**config.mk**
```make
export PLATFORM = sky130hd
export DESIGN_NAME = crt_command_status
export DESIGN_NICKNAME = d
export VERILOG_FILES = /design/src/crt_cmd_pkg.sv /design/src/crt_param_if.sv /design/src/crt_screen_fields.sv /design/src/crt_command_status.sv
export SDC_FILE = /design/constraint.sdc
export NUM_CORES = 1
export LEC_CHECK = 0
export CORE_MARGIN = 1.5
export CORE_UTILIZATION = 40
export DETAILED_ROUTE_END_ITERATION = 12
export DONT_BUFFER_PORTS = 1
export GPL_ROUTABILITY_DRIVEN = 0
export GPL_TIMING_DRIVEN = 0
export PLACE_DENSITY_LB_ADDON = 0.25
export SLEW_MARGIN = 10
export SYNTH_ARGS = -nofsm -noshare
export SYNTH_HDL_FRONTEND = slang
export SYNTH_SLANG_ARGS = --single-unit
```
**constraint.sdc**
```tcl
create_clock -name sys_clk -period 4.6 [get_ports sys_clk]
set_clock_uncertainty 0.1 [all_clocks]
set_input_delay 0.46 -clock sys_clk [delete_from_list [all_inputs] [get_ports sys_clk]]
set_output_delay 0.46 -clock sys_clk [all_outputs]
set_load 0.01 [all_outputs]
```
**src/crt_cmd_pkg.sv**
```systemverilog
// constants and types shared by the command and status interpreter
// Overview of operation
// - each command needs its exact count of parameter bytes; early command flags improper
// - seven commands: reset takes four bytes, load cursor two, others none
// - reset command drops buffer request, disables interrupts, blanks video; retraces keep running
// - first reset byte: spaced rows bit, characters per row minus one
// - second reset byte: vertical retrace rows minus one, rows per frame minus one
// - third reset byte upper nibble: underline line number minus one
// - third reset byte lower nibble: lines per row minus one
// - underline field MSB set blanks top and bottom lines of each row
// - fourth reset byte MSB selects offset line counter mode
// - fourth reset byte bits 5 and 4 select cursor style
// - fourth reset byte low nibble: horizontal retrace is twice field plus two
// - start display enables interrupts, buffer request and video, sets both flags
// - stop display disables video and buffer request; only start display restores them
// - load cursor stores character position then row; flags unchanged
// - enable interrupt sets enable flag; disable interrupt clears it
// - preset counters holds timing at top left until another command
// - status reads 0, enable, request, 0, improper, video, underrun, 0
// - interrupt request sets at last row start if enabled; clears on status read
// - improper flag sets on too long or short parameters; clears on status read
// - reset clears interrupt enable; reset and stop clear video enable
// - underrun sets flag, stops loading, blanks screen until vertical retrace ends
// - select high writes command or reads status; low writes parameter
// - interrupt output drops after a status read
package crt_cmd_pkg;
	localparam logic [7:0] CMD_RESET = 8'h00;
	localparam logic [7:0] CMD_START = 8'h20;
	localparam logic [7:0] CMD_STOP = 8'h40;
	localparam logic [7:0] CMD_CURSOR = 8'h80;
	localparam logic [7:0] CMD_INT_ON = 8'hA0;
	localparam logic [7:0] CMD_INT_OFF = 8'hC0;
	localparam logic [7:0] CMD_PRESET = 8'hE0;
	localparam logic [2:0] RESET_PARAMS = 3'h4;
	localparam logic [2:0] CURSOR_PARAMS = 3'h2;
	localparam int STAT_IE = 6;
	localparam int STAT_IR = 5;
	localparam int STAT_IC = 3;
	localparam int STAT_VE = 2;
	localparam int STAT_BU = 1;
	localparam logic [7:0] SCREEN1_RESET = 8'h4F;
	localparam logic [7:0] SCREEN2_RESET = 8'h18;
	localparam logic [7:0] SCREEN3_RESET = 8'h99;
	localparam logic [7:0] SCREEN4_RESET = 8'h99;
	localparam int PRESET_CYCLES = 2;
	typedef enum logic [2:0]
	{
		OP_NONE = 3'b000,
		OP_RESET = 3'b001,
		OP_CURSOR = 3'b010,
		OP_OTHER = 3'b011
	} op_type;
	function automatic logic [2:0] param_count(input op_type op);
		case (op)
			OP_RESET: param_count = RESET_PARAMS;
			OP_CURSOR: param_count = CURSOR_PARAMS;
			default: param_count = 3'h0;
		endcase
	endfunction : param_count
endpackage : crt_cmd_pkg

```
**src/crt_param_if.sv**
```systemverilog
// parameter byte strobe from the interpreter to the screen field store
interface crt_param_if;
	logic strobe;
	logic [1:0] index;
	logic [7:0] data;
	logic isReset;
	modport source (output strobe, output index, output data, output isReset);
	modport sink (input strobe, input index, input data, input isReset);
endinterface : crt_param_if

```
**src/crt_screen_fields.sv**
```systemverilog
// screen composition and cursor registers loaded from parameter bytes
module crt_screen_fields
(
	// clock and reset
	input wire logic sys_clk,
	input wire logic rst,
	// parameter bytes
	crt_param_if.sink prm,
	// field values
	output logic [7:0] screen1,
	output logic [7:0] screen2,
	output logic [7:0] screen3,
	output logic [7:0] screen4,
	output logic [7:0] cursorChar,
	output logic [7:0] cursorRow
);
	always_ff @(posedge sys_clk or posedge rst)
	begin
		if (rst)
		begin
			screen1 <= crt_cmd_pkg::SCREEN1_RESET;
			screen2 <= crt_cmd_pkg::SCREEN2_RESET;
			screen3 <= crt_cmd_pkg::SCREEN3_RESET;
			screen4 <= crt_cmd_pkg::SCREEN4_RESET;
		end
		else if (prm.strobe && prm.isReset)
		begin
			case (prm.index)
				2'h0: screen1 <= prm.data;
				2'h1: screen2 <= prm.data;
				2'h2: screen3 <= prm.data;
				default: screen4 <= prm.data;
			endcase
		end
	end

	always_ff @(posedge sys_clk or posedge rst)
	begin
		if (rst)
		begin
			cursorChar <= 8'h00;
			cursorRow <= 8'h00;
		end
		else if (prm.strobe && !prm.isReset)
		begin
			if (prm.index == 2'h0)
				cursorChar <= prm.data;
			else
				cursorRow <= prm.data;
		end
	end
endmodule : crt_screen_fields

```
**src/crt_command_status.sv**
```systemverilog
// command decode, status word and display enables of the crt controller
module crt_command_status
(
	// clock and reset
	input wire logic sys_clk,
	input wire logic rst,
	// host bus
	input wire logic hostWrite,
	input wire logic hostRead,
	input wire logic command_param_select,
	input wire logic [7:0] writeData,
	output logic [7:0] readData,
	// raster events
	input wire logic lastRowStart,
	input wire logic vretraceEnd,
	input wire logic underrunEvent,
	// control outputs
	output logic interrupt_request_out,
	output logic buffer_request,
	output logic video_suppress,
	output logic presetCounters,
	// screen fields
	output logic spacedRows,
	output logic [6:0] charsPerRow,
	output logic [1:0] vretraceRows,
	output logic [5:0] rowsPerFrame,
	output logic [3:0] underlineLine,
	output logic [3:0] linesPerRow,
	output logic blankEdgeLines,
	output logic lineCountOffset,
	output logic [1:0] cursorFormat,
	output logic [3:0] hretraceCount,
	output logic [7:0] cursorChar,
	output logic [7:0] cursorRow
);
	crt_param_if prm ();
	crt_cmd_pkg::op_type op;
	logic [2:0] paramIndex;
	logic int_enable_flag;
	logic int_request_flag;
	logic bad_command_flag;
	logic video_enable_flag;
	logic buffer_underrun_flag;
	logic [7:0] screen1;
	logic [7:0] screen2;
	logic [7:0] screen3;
	logic [7:0] screen4;
	logic [7:0] nextCursorChar;
	logic [7:0] nextCursorRow;
	logic cmdWrite;
	logic prmWrite;
	logic statusRead;
	logic shortParams;
	logic longParams;
	crt_cmd_pkg::op_type next_op;

	// select line steers writes and reads
	assign cmdWrite = hostWrite && command_param_select;
	assign prmWrite = hostWrite && !command_param_select;
	assign statusRead = hostRead && command_param_select;
	assign shortParams = cmdWrite && (paramIndex < crt_cmd_pkg::param_count(op));
	assign longParams = prmWrite && (paramIndex >= crt_cmd_pkg::param_count(op));

	always_comb
	begin
		case (writeData)
			crt_cmd_pkg::CMD_RESET: next_op = crt_cmd_pkg::OP_RESET;
			crt_cmd_pkg::CMD_CURSOR: next_op = crt_cmd_pkg::OP_CURSOR;
			default: next_op = crt_cmd_pkg::OP_OTHER;
		endcase
	end

	assign prm.strobe = prmWrite && !longParams;
	assign prm.index = paramIndex[1:0];
	assign prm.data = writeData;
	assign prm.isReset = (op == crt_cmd_pkg::OP_RESET);

	crt_screen_fields fields
	(
		.sys_clk(sys_clk),
		.rst(rst),
		.prm(prm),
		.screen1(screen1),
		.screen2(screen2),
		.screen3(screen3),
		.screen4(screen4),
		.cursorChar(nextCursorChar),
		.cursorRow(nextCursorRow)
	);

	// current command and parameter index
	always_ff @(posedge sys_clk or posedge rst)
	begin
		if (rst)
		begin
			op <= crt_cmd_pkg::OP_NONE;
			paramIndex <= 3'h0;
		end
		else if (cmdWrite)
		begin
			op <= next_op;
			paramIndex <= 3'h0;
		end
		else if (prm.strobe)
			paramIndex <= paramIndex + 3'h1;
	end

	// interrupt enable flag
	always_ff @(posedge sys_clk or posedge rst)
	begin
		if (rst)
			int_enable_flag <= 1'b0;
		else if (cmdWrite)
		begin
			case (writeData)
				crt_cmd_pkg::CMD_RESET: int_enable_flag <= 1'b0;
				crt_cmd_pkg::CMD_START: int_enable_flag <= 1'b1;
				crt_cmd_pkg::CMD_INT_ON: int_enable_flag <= 1'b1;
				crt_cmd_pkg::CMD_INT_OFF: int_enable_flag <= 1'b0;
				default: int_enable_flag <= int_enable_flag;
			endcase
		end
	end

	// video enable flag
	always_ff @(posedge sys_clk or posedge rst)
	begin
		if (rst)
			video_enable_flag <= 1'b0;
		else if (cmdWrite)
		begin
			case (writeData)
				crt_cmd_pkg::CMD_RESET: video_enable_flag <= 1'b0;
				crt_cmd_pkg::CMD_STOP: video_enable_flag <= 1'b0;
				crt_cmd_pkg::CMD_START: video_enable_flag <= 1'b1;
				default: video_enable_flag <= video_enable_flag;
			endcase
		end
	end

	// interrupt request: a new frame event wins over the clearing read
	always_ff @(posedge sys_clk or posedge rst)
	begin
		if (rst)
			int_request_flag <= 1'b0;
		else if (lastRowStart && int_enable_flag)
			int_request_flag <= 1'b1;
		else if (statusRead || (cmdWrite && writeData == crt_cmd_pkg::CMD_RESET))
			int_request_flag <= 1'b0;
	end

	// improper command flag, set wins over read clear
	always_ff @(posedge sys_clk or posedge rst)
	begin
		if (rst)
			bad_command_flag <= 1'b0;
		else if (shortParams || longParams)
			bad_command_flag <= 1'b1;
		else if (statusRead)
			bad_command_flag <= 1'b0;
	end

	// underrun: loading stops and screen blanks until vertical retrace ends
	always_ff @(posedge sys_clk or posedge rst)
	begin
		if (rst)
			buffer_underrun_flag <= 1'b0;
		else if (underrunEvent && video_enable_flag)
			buffer_underrun_flag <= 1'b1;
		else if (vretraceEnd)
			buffer_underrun_flag <= 1'b0;
	end

	// status word register
	always_ff @(posedge sys_clk or posedge rst)
	begin
		if (rst)
			readData <= 8'h00;
		else if (statusRead)
		begin
			readData <= 8'h00;
			readData[crt_cmd_pkg::STAT_IE] <= int_enable_flag;
			readData[crt_cmd_pkg::STAT_IR] <= int_request_flag;
			readData[crt_cmd_pkg::STAT_IC] <= bad_command_flag;
			readData[crt_cmd_pkg::STAT_VE] <= video_enable_flag;
			readData[crt_cmd_pkg::STAT_BU] <= buffer_underrun_flag;
		end
	end

	// display control outputs, retrace timing is not touched here
	always_ff @(posedge sys_clk or posedge rst)
	begin
		if (rst)
		begin
			interrupt_request_out <= 1'b0;
			buffer_request <= 1'b0;
			video_suppress <= 1'b1;
		end
		else
		begin
			interrupt_request_out <= int_request_flag && !statusRead;
			buffer_request <= video_enable_flag && !buffer_underrun_flag;
			video_suppress <= !video_enable_flag || buffer_underrun_flag;
		end
	end

	// preset counters holds until any other command
	always_ff @(posedge sys_clk or posedge rst)
	begin
		if (rst)
			presetCounters <= 1'b0;
		else if (cmdWrite)
			presetCounters <= (writeData == crt_cmd_pkg::CMD_PRESET);
	end

	// field outputs registered from the field store
	always_ff @(posedge sys_clk or posedge rst)
	begin
		if (rst)
		begin
			spacedRows <= 1'b0;
			charsPerRow <= 7'h00;
			vretraceRows <= 2'h0;
			rowsPerFrame <= 6'h00;
			underlineLine <= 4'h0;
			linesPerRow <= 4'h0;
			blankEdgeLines <= 1'b0;
			lineCountOffset <= 1'b0;
			cursorFormat <= 2'h0;
			hretraceCount <= 4'h0;
			cursorChar <= 8'h00;
			cursorRow <= 8'h00;
		end
		else
		begin
			spacedRows <= screen1[7];
			charsPerRow <= screen1[6:0];
			vretraceRows <= screen2[7:6];
			rowsPerFrame <= screen2[5:0];
			underlineLine <= screen3[7:4];
			linesPerRow <= screen3[3:0];
			blankEdgeLines <= screen3[7];
			lineCountOffset <= screen4[7];
			cursorFormat <= screen4[5:4];
			hretraceCount <= screen4[3:0];
			cursorChar <= nextCursorChar;
			cursorRow <= nextCursorRow;
		end
	end
endmodule : crt_command_status

```
Yosys cells after proc, flatten, opt, wreduce, memory -nomap -nowiden
Index checks and enable logic that the tools add are counted.
Storage, ports and cells
  flip-flop bits (word level): 116
  input port bits: 16
  output and inout bits: 60
  word-level logic and storage cells: 99
Cells by class
  add/sub/neg operators: 1
  $lt $le $gt $ge: 2
  equality and inequality tests: 10
  muxes and demuxes: 12
  bitwise operators: 2
  reductions and logical operators: 42
Operators with widths (number)
  equality test 8 bit (second input constant): 4
  AND reduction 2 bit: 8
  logical AND 1 bit: 13
  nonzero test 2 bit: 6
  equality test 8 x 6 -> 1 bit (second input constant): 1
  equality test 8 x 7 -> 1 bit (second input constant): 1
  logical NOT 8 bit: 1
  logical NOT 1 bit: 6
  two-way mux 1 bit: 6
  two-way mux 3 bit: 2
  one-hot mux 3 bit (2 select lines): 1
  OR reduction 2 bit: 3
  one-hot mux 1 bit (2 select lines): 2
  one-hot mux 2 bit (2 select lines): 1
  adder 3 x 1 -> 3 bit (second input constant): 1
  equality test 3 x 1 -> 1 bit (second input constant): 1
  equality test 3 x 2 -> 1 bit (second input constant): 1
  greater-or-equal comparator 3 bit: 1
  logical OR 1 bit: 3
  less-than comparator 3 bit: 1
  OR reduction 3 bit: 1
  equality test 2 x 1 -> 1 bit (second input constant): 1
  equality test 2 bit (second input constant): 1
  logical NOT 2 bit: 1
  NOT 1 bit: 2

Logic depth before layout (Yosys ltp)
  word-level depth: 8
  mapped depth: 7
  mapped depth without buffers: 6

Modules after synthesis
A second synthesis with hierarchy kept.
Second synthesis, totals
  cell total of the unflattened synthesis: 236
  area total of the unflattened synthesis: 3978.8 um^2
By module, submodules not included
  crt_command_status: instances 1, cells each 130, area an instance 2082.0 um^2, sequential area each 1652.8 um^2
  crt_screen_fields: instances 1, cells each 106, area an instance 1896.8 um^2, sequential area each 1219.9 um^2

Worst setup path after synthesis
No wires, ideal clock.
  path kind: reg2reg
  from: register op[1]
  to: register fields.screen2[0]
  setup time: 0.125 ns
  arrival time: 1.945 ns
  data required time: 4.375 ns
  setup slack: 2.431 ns
  stages on the path, launching flop included: 8
  path buffers: 1
  clock period less this slack: 2.169 ns
  cell sequence: dfrtp_1 -> nand2b_1 -> ha_1 -> nor2b_1 -> a311oi_2 -> buf_4 -> nand3_2 -> mux2_2
Between the ends
  cells in the longest elaborated chain, start to end: 8
  elaborated cells on any way between the ends: 9
  classes of those cells: order compare: 1; eq/ne: 2; mux: 1; reduce/logical: 5
Ends and longest elaborated chain
  start, declared: RTL line crt_command_status.sv:37  | crt_cmd_pkg::op_type op;
  start signal, assigned: RTL line crt_command_status.sv:96  | op <= crt_cmd_pkg::OP_NONE;
  start signal, assigned: RTL line crt_command_status.sv:101  | op <= next_op;
  equality test 3 x 2 -> 1 bit / equality test 3 x 1 -> 1 bit (equally long branches): RTL line crt_cmd_pkg.sv:54, crt_command_status.sv:76
  one-hot mux 3 bit (2 select lines): RTL line crt_cmd_pkg.sv:54  | case (op)
  greater-or-equal comparator 3 bit: RTL line crt_command_status.sv:62  | assign longParams = prmWrite && (paramIndex >= crt_cmd_pkg::param_count(op));
  logical AND 1 bit: RTL line crt_command_status.sv:62
  logical NOT 1 bit: RTL line crt_command_status.sv:73  | assign prm.strobe = prmWrite && !longParams;
  logical AND 1 bit: RTL line crt_command_status.sv:73
  logical AND 1 bit (*): RTL line crt_screen_fields.sv:26  | else if (prm.strobe && prm.isReset)
  AND reduction 2 bit (no line) (*)
  end signal, assigned: RTL line crt_screen_fields.sv:22  | screen2 <= crt_cmd_pkg::SCREEN2_RESET;
  end signal, assigned: RTL line crt_screen_fields.sv:30  | 2'h1: screen2 <= prm.data;
  end, declared: RTL line crt_screen_fields.sv:11  | output logic [7:0] screen2,
Every way passes the cells marked *; elsewhere a longest branch is shown, timed or not.
A chain may end at the register's enable or synchronous reset.

Final worst setup path
  from: register op[1]
  to: register paramIndex[0]
Between the ends
  cells in the longest elaborated chain, start to end: 7
  elaborated cells on any way between the ends: 8
  classes of those cells: order compare: 1; eq/ne: 2; mux: 1; reduce/logical: 4
Ends and longest elaborated chain
  equality test 3 x 2 -> 1 bit / equality test 3 x 1 -> 1 bit (equally long branches): RTL line crt_cmd_pkg.sv:54
  one-hot mux 3 bit (2 select lines) (*): RTL line crt_cmd_pkg.sv:54
  greater-or-equal comparator 3 bit (*): RTL line crt_command_status.sv:62
  logical AND 1 bit (*): RTL line crt_command_status.sv:62
  logical NOT 1 bit (*): RTL line crt_command_status.sv:73
  logical AND 1 bit (*): RTL line crt_command_status.sv:73
  nonzero test 2 bit (no line) (*)
  end signal, assigned: RTL line crt_command_status.sv:105  | paramIndex <= paramIndex + 3'h1;
  end, declared: RTL line crt_command_status.sv:38  | logic [2:0] paramIndex;
Marked as above.

==> results.json <==
{
  "syn_area_per_cell_um2": 16.4,
  "cp.required_ns": 4.95,
  "synth_commonest_cells": "dfrtp_1 (97), mux2_2 (49), dfstp_2 (16)",
  "ys_top_cells_by_area": "dfrtp_1 (61%), mux2_2 (14%), dfstp_2 (11%)",
  "avgRoutedWirePerCell_um": 17.1,
  "crit_path_start_kind": "flop",
  "max_stage_delay_ns": 0.56,
  "p_leak_uw": 0.00230,
  "core_mm2": 0.00968,
  "ant_nets": 0,
  "clkLatencyLatePin_ns": 0.51,
  "ios": 76,
  "vias_per_cell": 4.77,
  "end_kind": "flop",
  "grt_pass1_wl_um": 11100,
  "path_clk_slew_ns": 0.05,
  "antenna_found_initial": 0,
  "tritoncts": "built",
  "layout_min_cycle_time_ns": 2.57,
  "power.density_mw_per_mm2": 594,
  "rsz0062_at_grt": "false",
  "hold_viol_final": 0,
  "tns_ns": 0,
  "initial_utilization": 0.409,
  "numCtsBuffers": 17,
  "cp.depth": 8,
  "drt-initial-drc-count": 32,
  "path_buf_inv": 2,
  "status": "finished, final reports clean",
  "synth_edf_count": 0,
  "ys_seq_area_frac": 0.720,
  "synthFlopType": "dfrtp_1",
  "synth_top_area_cell": "dfrtp_1",
  "slew_headroom": 0.612,
  "rows": 36,
  "portBuffers": 0,
  "hold_buffers": 11,
  "synth_most_common_cell": "dfrtp_1",
  "cpLargestDelayFamily": "buffers and inverters",
  "grt_max_degree": 80,
  "maxCapViolCount": 0,
  "clock_path_buffers": 2,
  "setup_violations": 0,
  "ys_types": 41,
  "syn_area_mm2": 0.00396,
  "yosys.area.top_type_share": 0.613,
  "dp_hpwl_um": 4380,
  "cpMaxStageDelayCell": "dlygate4sd3_1",
  "ys_warn_count": 0,
  "async_reset_ff_frac": 1.00,
  "irDropWorstVdd_mv": 0.218,
  "crit_chain": "nand2b_1, ha_1, nor2b_1, a311oi_2, buf_4, a31oi_1, o22ai_1, dlygate4sd3_1",
  "hold_path_class": "in2reg",
  "track_usage": 0.150,
  "tightest_slew_ns": 0.582,
  "diodes": 0,
  "final_area_mm2": 0.00490,
  "ys_seq_elements": 113,
  "clockRootBuffer": "clkbuf_8",
  "globalRoute.totalOverflow": 0,
  "min_path_cells": 2,
  "fmax_ghz": 0.389,
  "final.period_utilization": 0.559,
  "drive_above_1_share": 0.396,
  "die_height_um": 102,
  "areaGrowthSynthToFinish_pct": 23.8,
  "cts_setup_buffers": 0,
  "crit_type": "reg2reg",
  "path_max_fanout": 10,
  "cts.sinks": 113,
  "vias": 2007,
  "finalMaxSlewViolations": 0,
  "cts_resized": 0,
  "drcViolationCount": 0,
  "firstDrtPassIters": 5,
  "first_global_vias": 1951,
  "final_nets": 297,
  "h-tree-depth": 4,
  "dieArea_mm2": 0.0105,
  "wl_um": 7190,
  "synth_cells": 242,
  "die_width_um": 102,
  "r2r_cells": 8,
  "dpl_cell_area_mm2": 0.00416,
  "arrival_ns": 2.92
}
## routing by layer
metal	part of all wire	vias up	GRT usage
met1	0.42	1048	0.183
met5	0	-	0
met2	0.50	54	0.226
li1	-	898	-
met3	0.059	7	0.0677
met4	0.016	0	0.0759
## placed cells by master (no fill, tap or decap), types with 2 or more instances in the layout
cell,Yosys,final
inv_1,7,6
o21ai_0,4,4
clkinv_2,0,4
bufinv_16,0,5
nor2_1,2,2
clkbuf_1,4,7
dlygate4sd3_1,0,11
buf_4,5,5
mux2_1,2,2
clkinvlp_4,0,2
clkbuf_8,0,2
nand3_2,3,3
nand2b_1,3,3
ha_1,6,6
dfrtp_1,97,97
conb_1,1,3
a31oi_1,2,2
mux2_2,49,49
dfstp_2,16,16
nor2b_1,3,3
clkbuf_16,0,16
nand2_1,12,12
nand4b_1,2,2
## path summary, 6_finish.rpt
kind                                    from                    to  slack, ns
max reg2reg                            op[1]         paramIndex[0]       2.03
max in group asynchronous                rst     fields.screen1[6]       3.36
min in group asynchronous                rst  fields.cursorChar[4]       0.33
max                                    op[1]         paramIndex[0]       2.03
min reg2reg                fields.screen4[2]      hretraceCount[2]       0.26
min                             writeData[7]                 op[1]       0.02
## flip-flops by register name, indices dropped and copies added, names as in the netlist, 4 cells and up
signal and flops:
charsPerRow 7, cursorRow 8, readData 5, fields.screen3 8
rowsPerFrame 6, linesPerRow 4, fields.screen1 8, fields.screen4 7
fields.cursorRow 8, cursorChar 8, hretraceCount 4, fields.cursorChar 8
fields.screen2 8
## power by group
part	switching [uW]	total, uW	internal [uW]	leakage (uW)
Clock	420	1360	943	0.000302
Sequential	129	1300	1170	0.00143
Combinational	117	241	124	0.000559
Total	666	2910	2240	0.00230
## per-stage QoR
step	hold WS (ns)	power, uW	cells	setup slack, ns	util
floorplan	0.249	1480	244	1.08	-
global placement	0.254	1540	377	0.0365	0.427
detailed placement	0.228	1550	378	2.08	0.430
CTS	0.000128	2950	421	2.05	0.506
global route	0.0340	3050	421	1.91	0.506
finish	0.0201	2910	421	2.03	0.506
## final cells by class
class / instances / area, um2
plain buffers: 10 / 57.6
well taps: 133 / 166
fillers: 832 / 4790
multi-input cells: 114 / 1030
clock inverters: 11 / 185
flip-flops and latches: 113 / 2850
inverters: 7 / 31.3
repair buffers: 12 / 138
clock buffers: 21 / 439
## cell families (layout without fill, tap and decap cells)
group / after synthesis / in the layout / share of synthesized area
buf+inv: 17 / 61 / 0.0212
fa+ha+maj: 6 / 6 / 0.0190
xor+xnor: 1 / 1 / 0.00221
mux: 51 / 51 / 0.145
compound gates: 17 / 17 / 0.0313
other cells: 1 / 3 / 0.000948
simple gates: 36 / 36 / 0.0607
flops: 113 / 113 / 0.720
(Power assumes the default switching activity.)
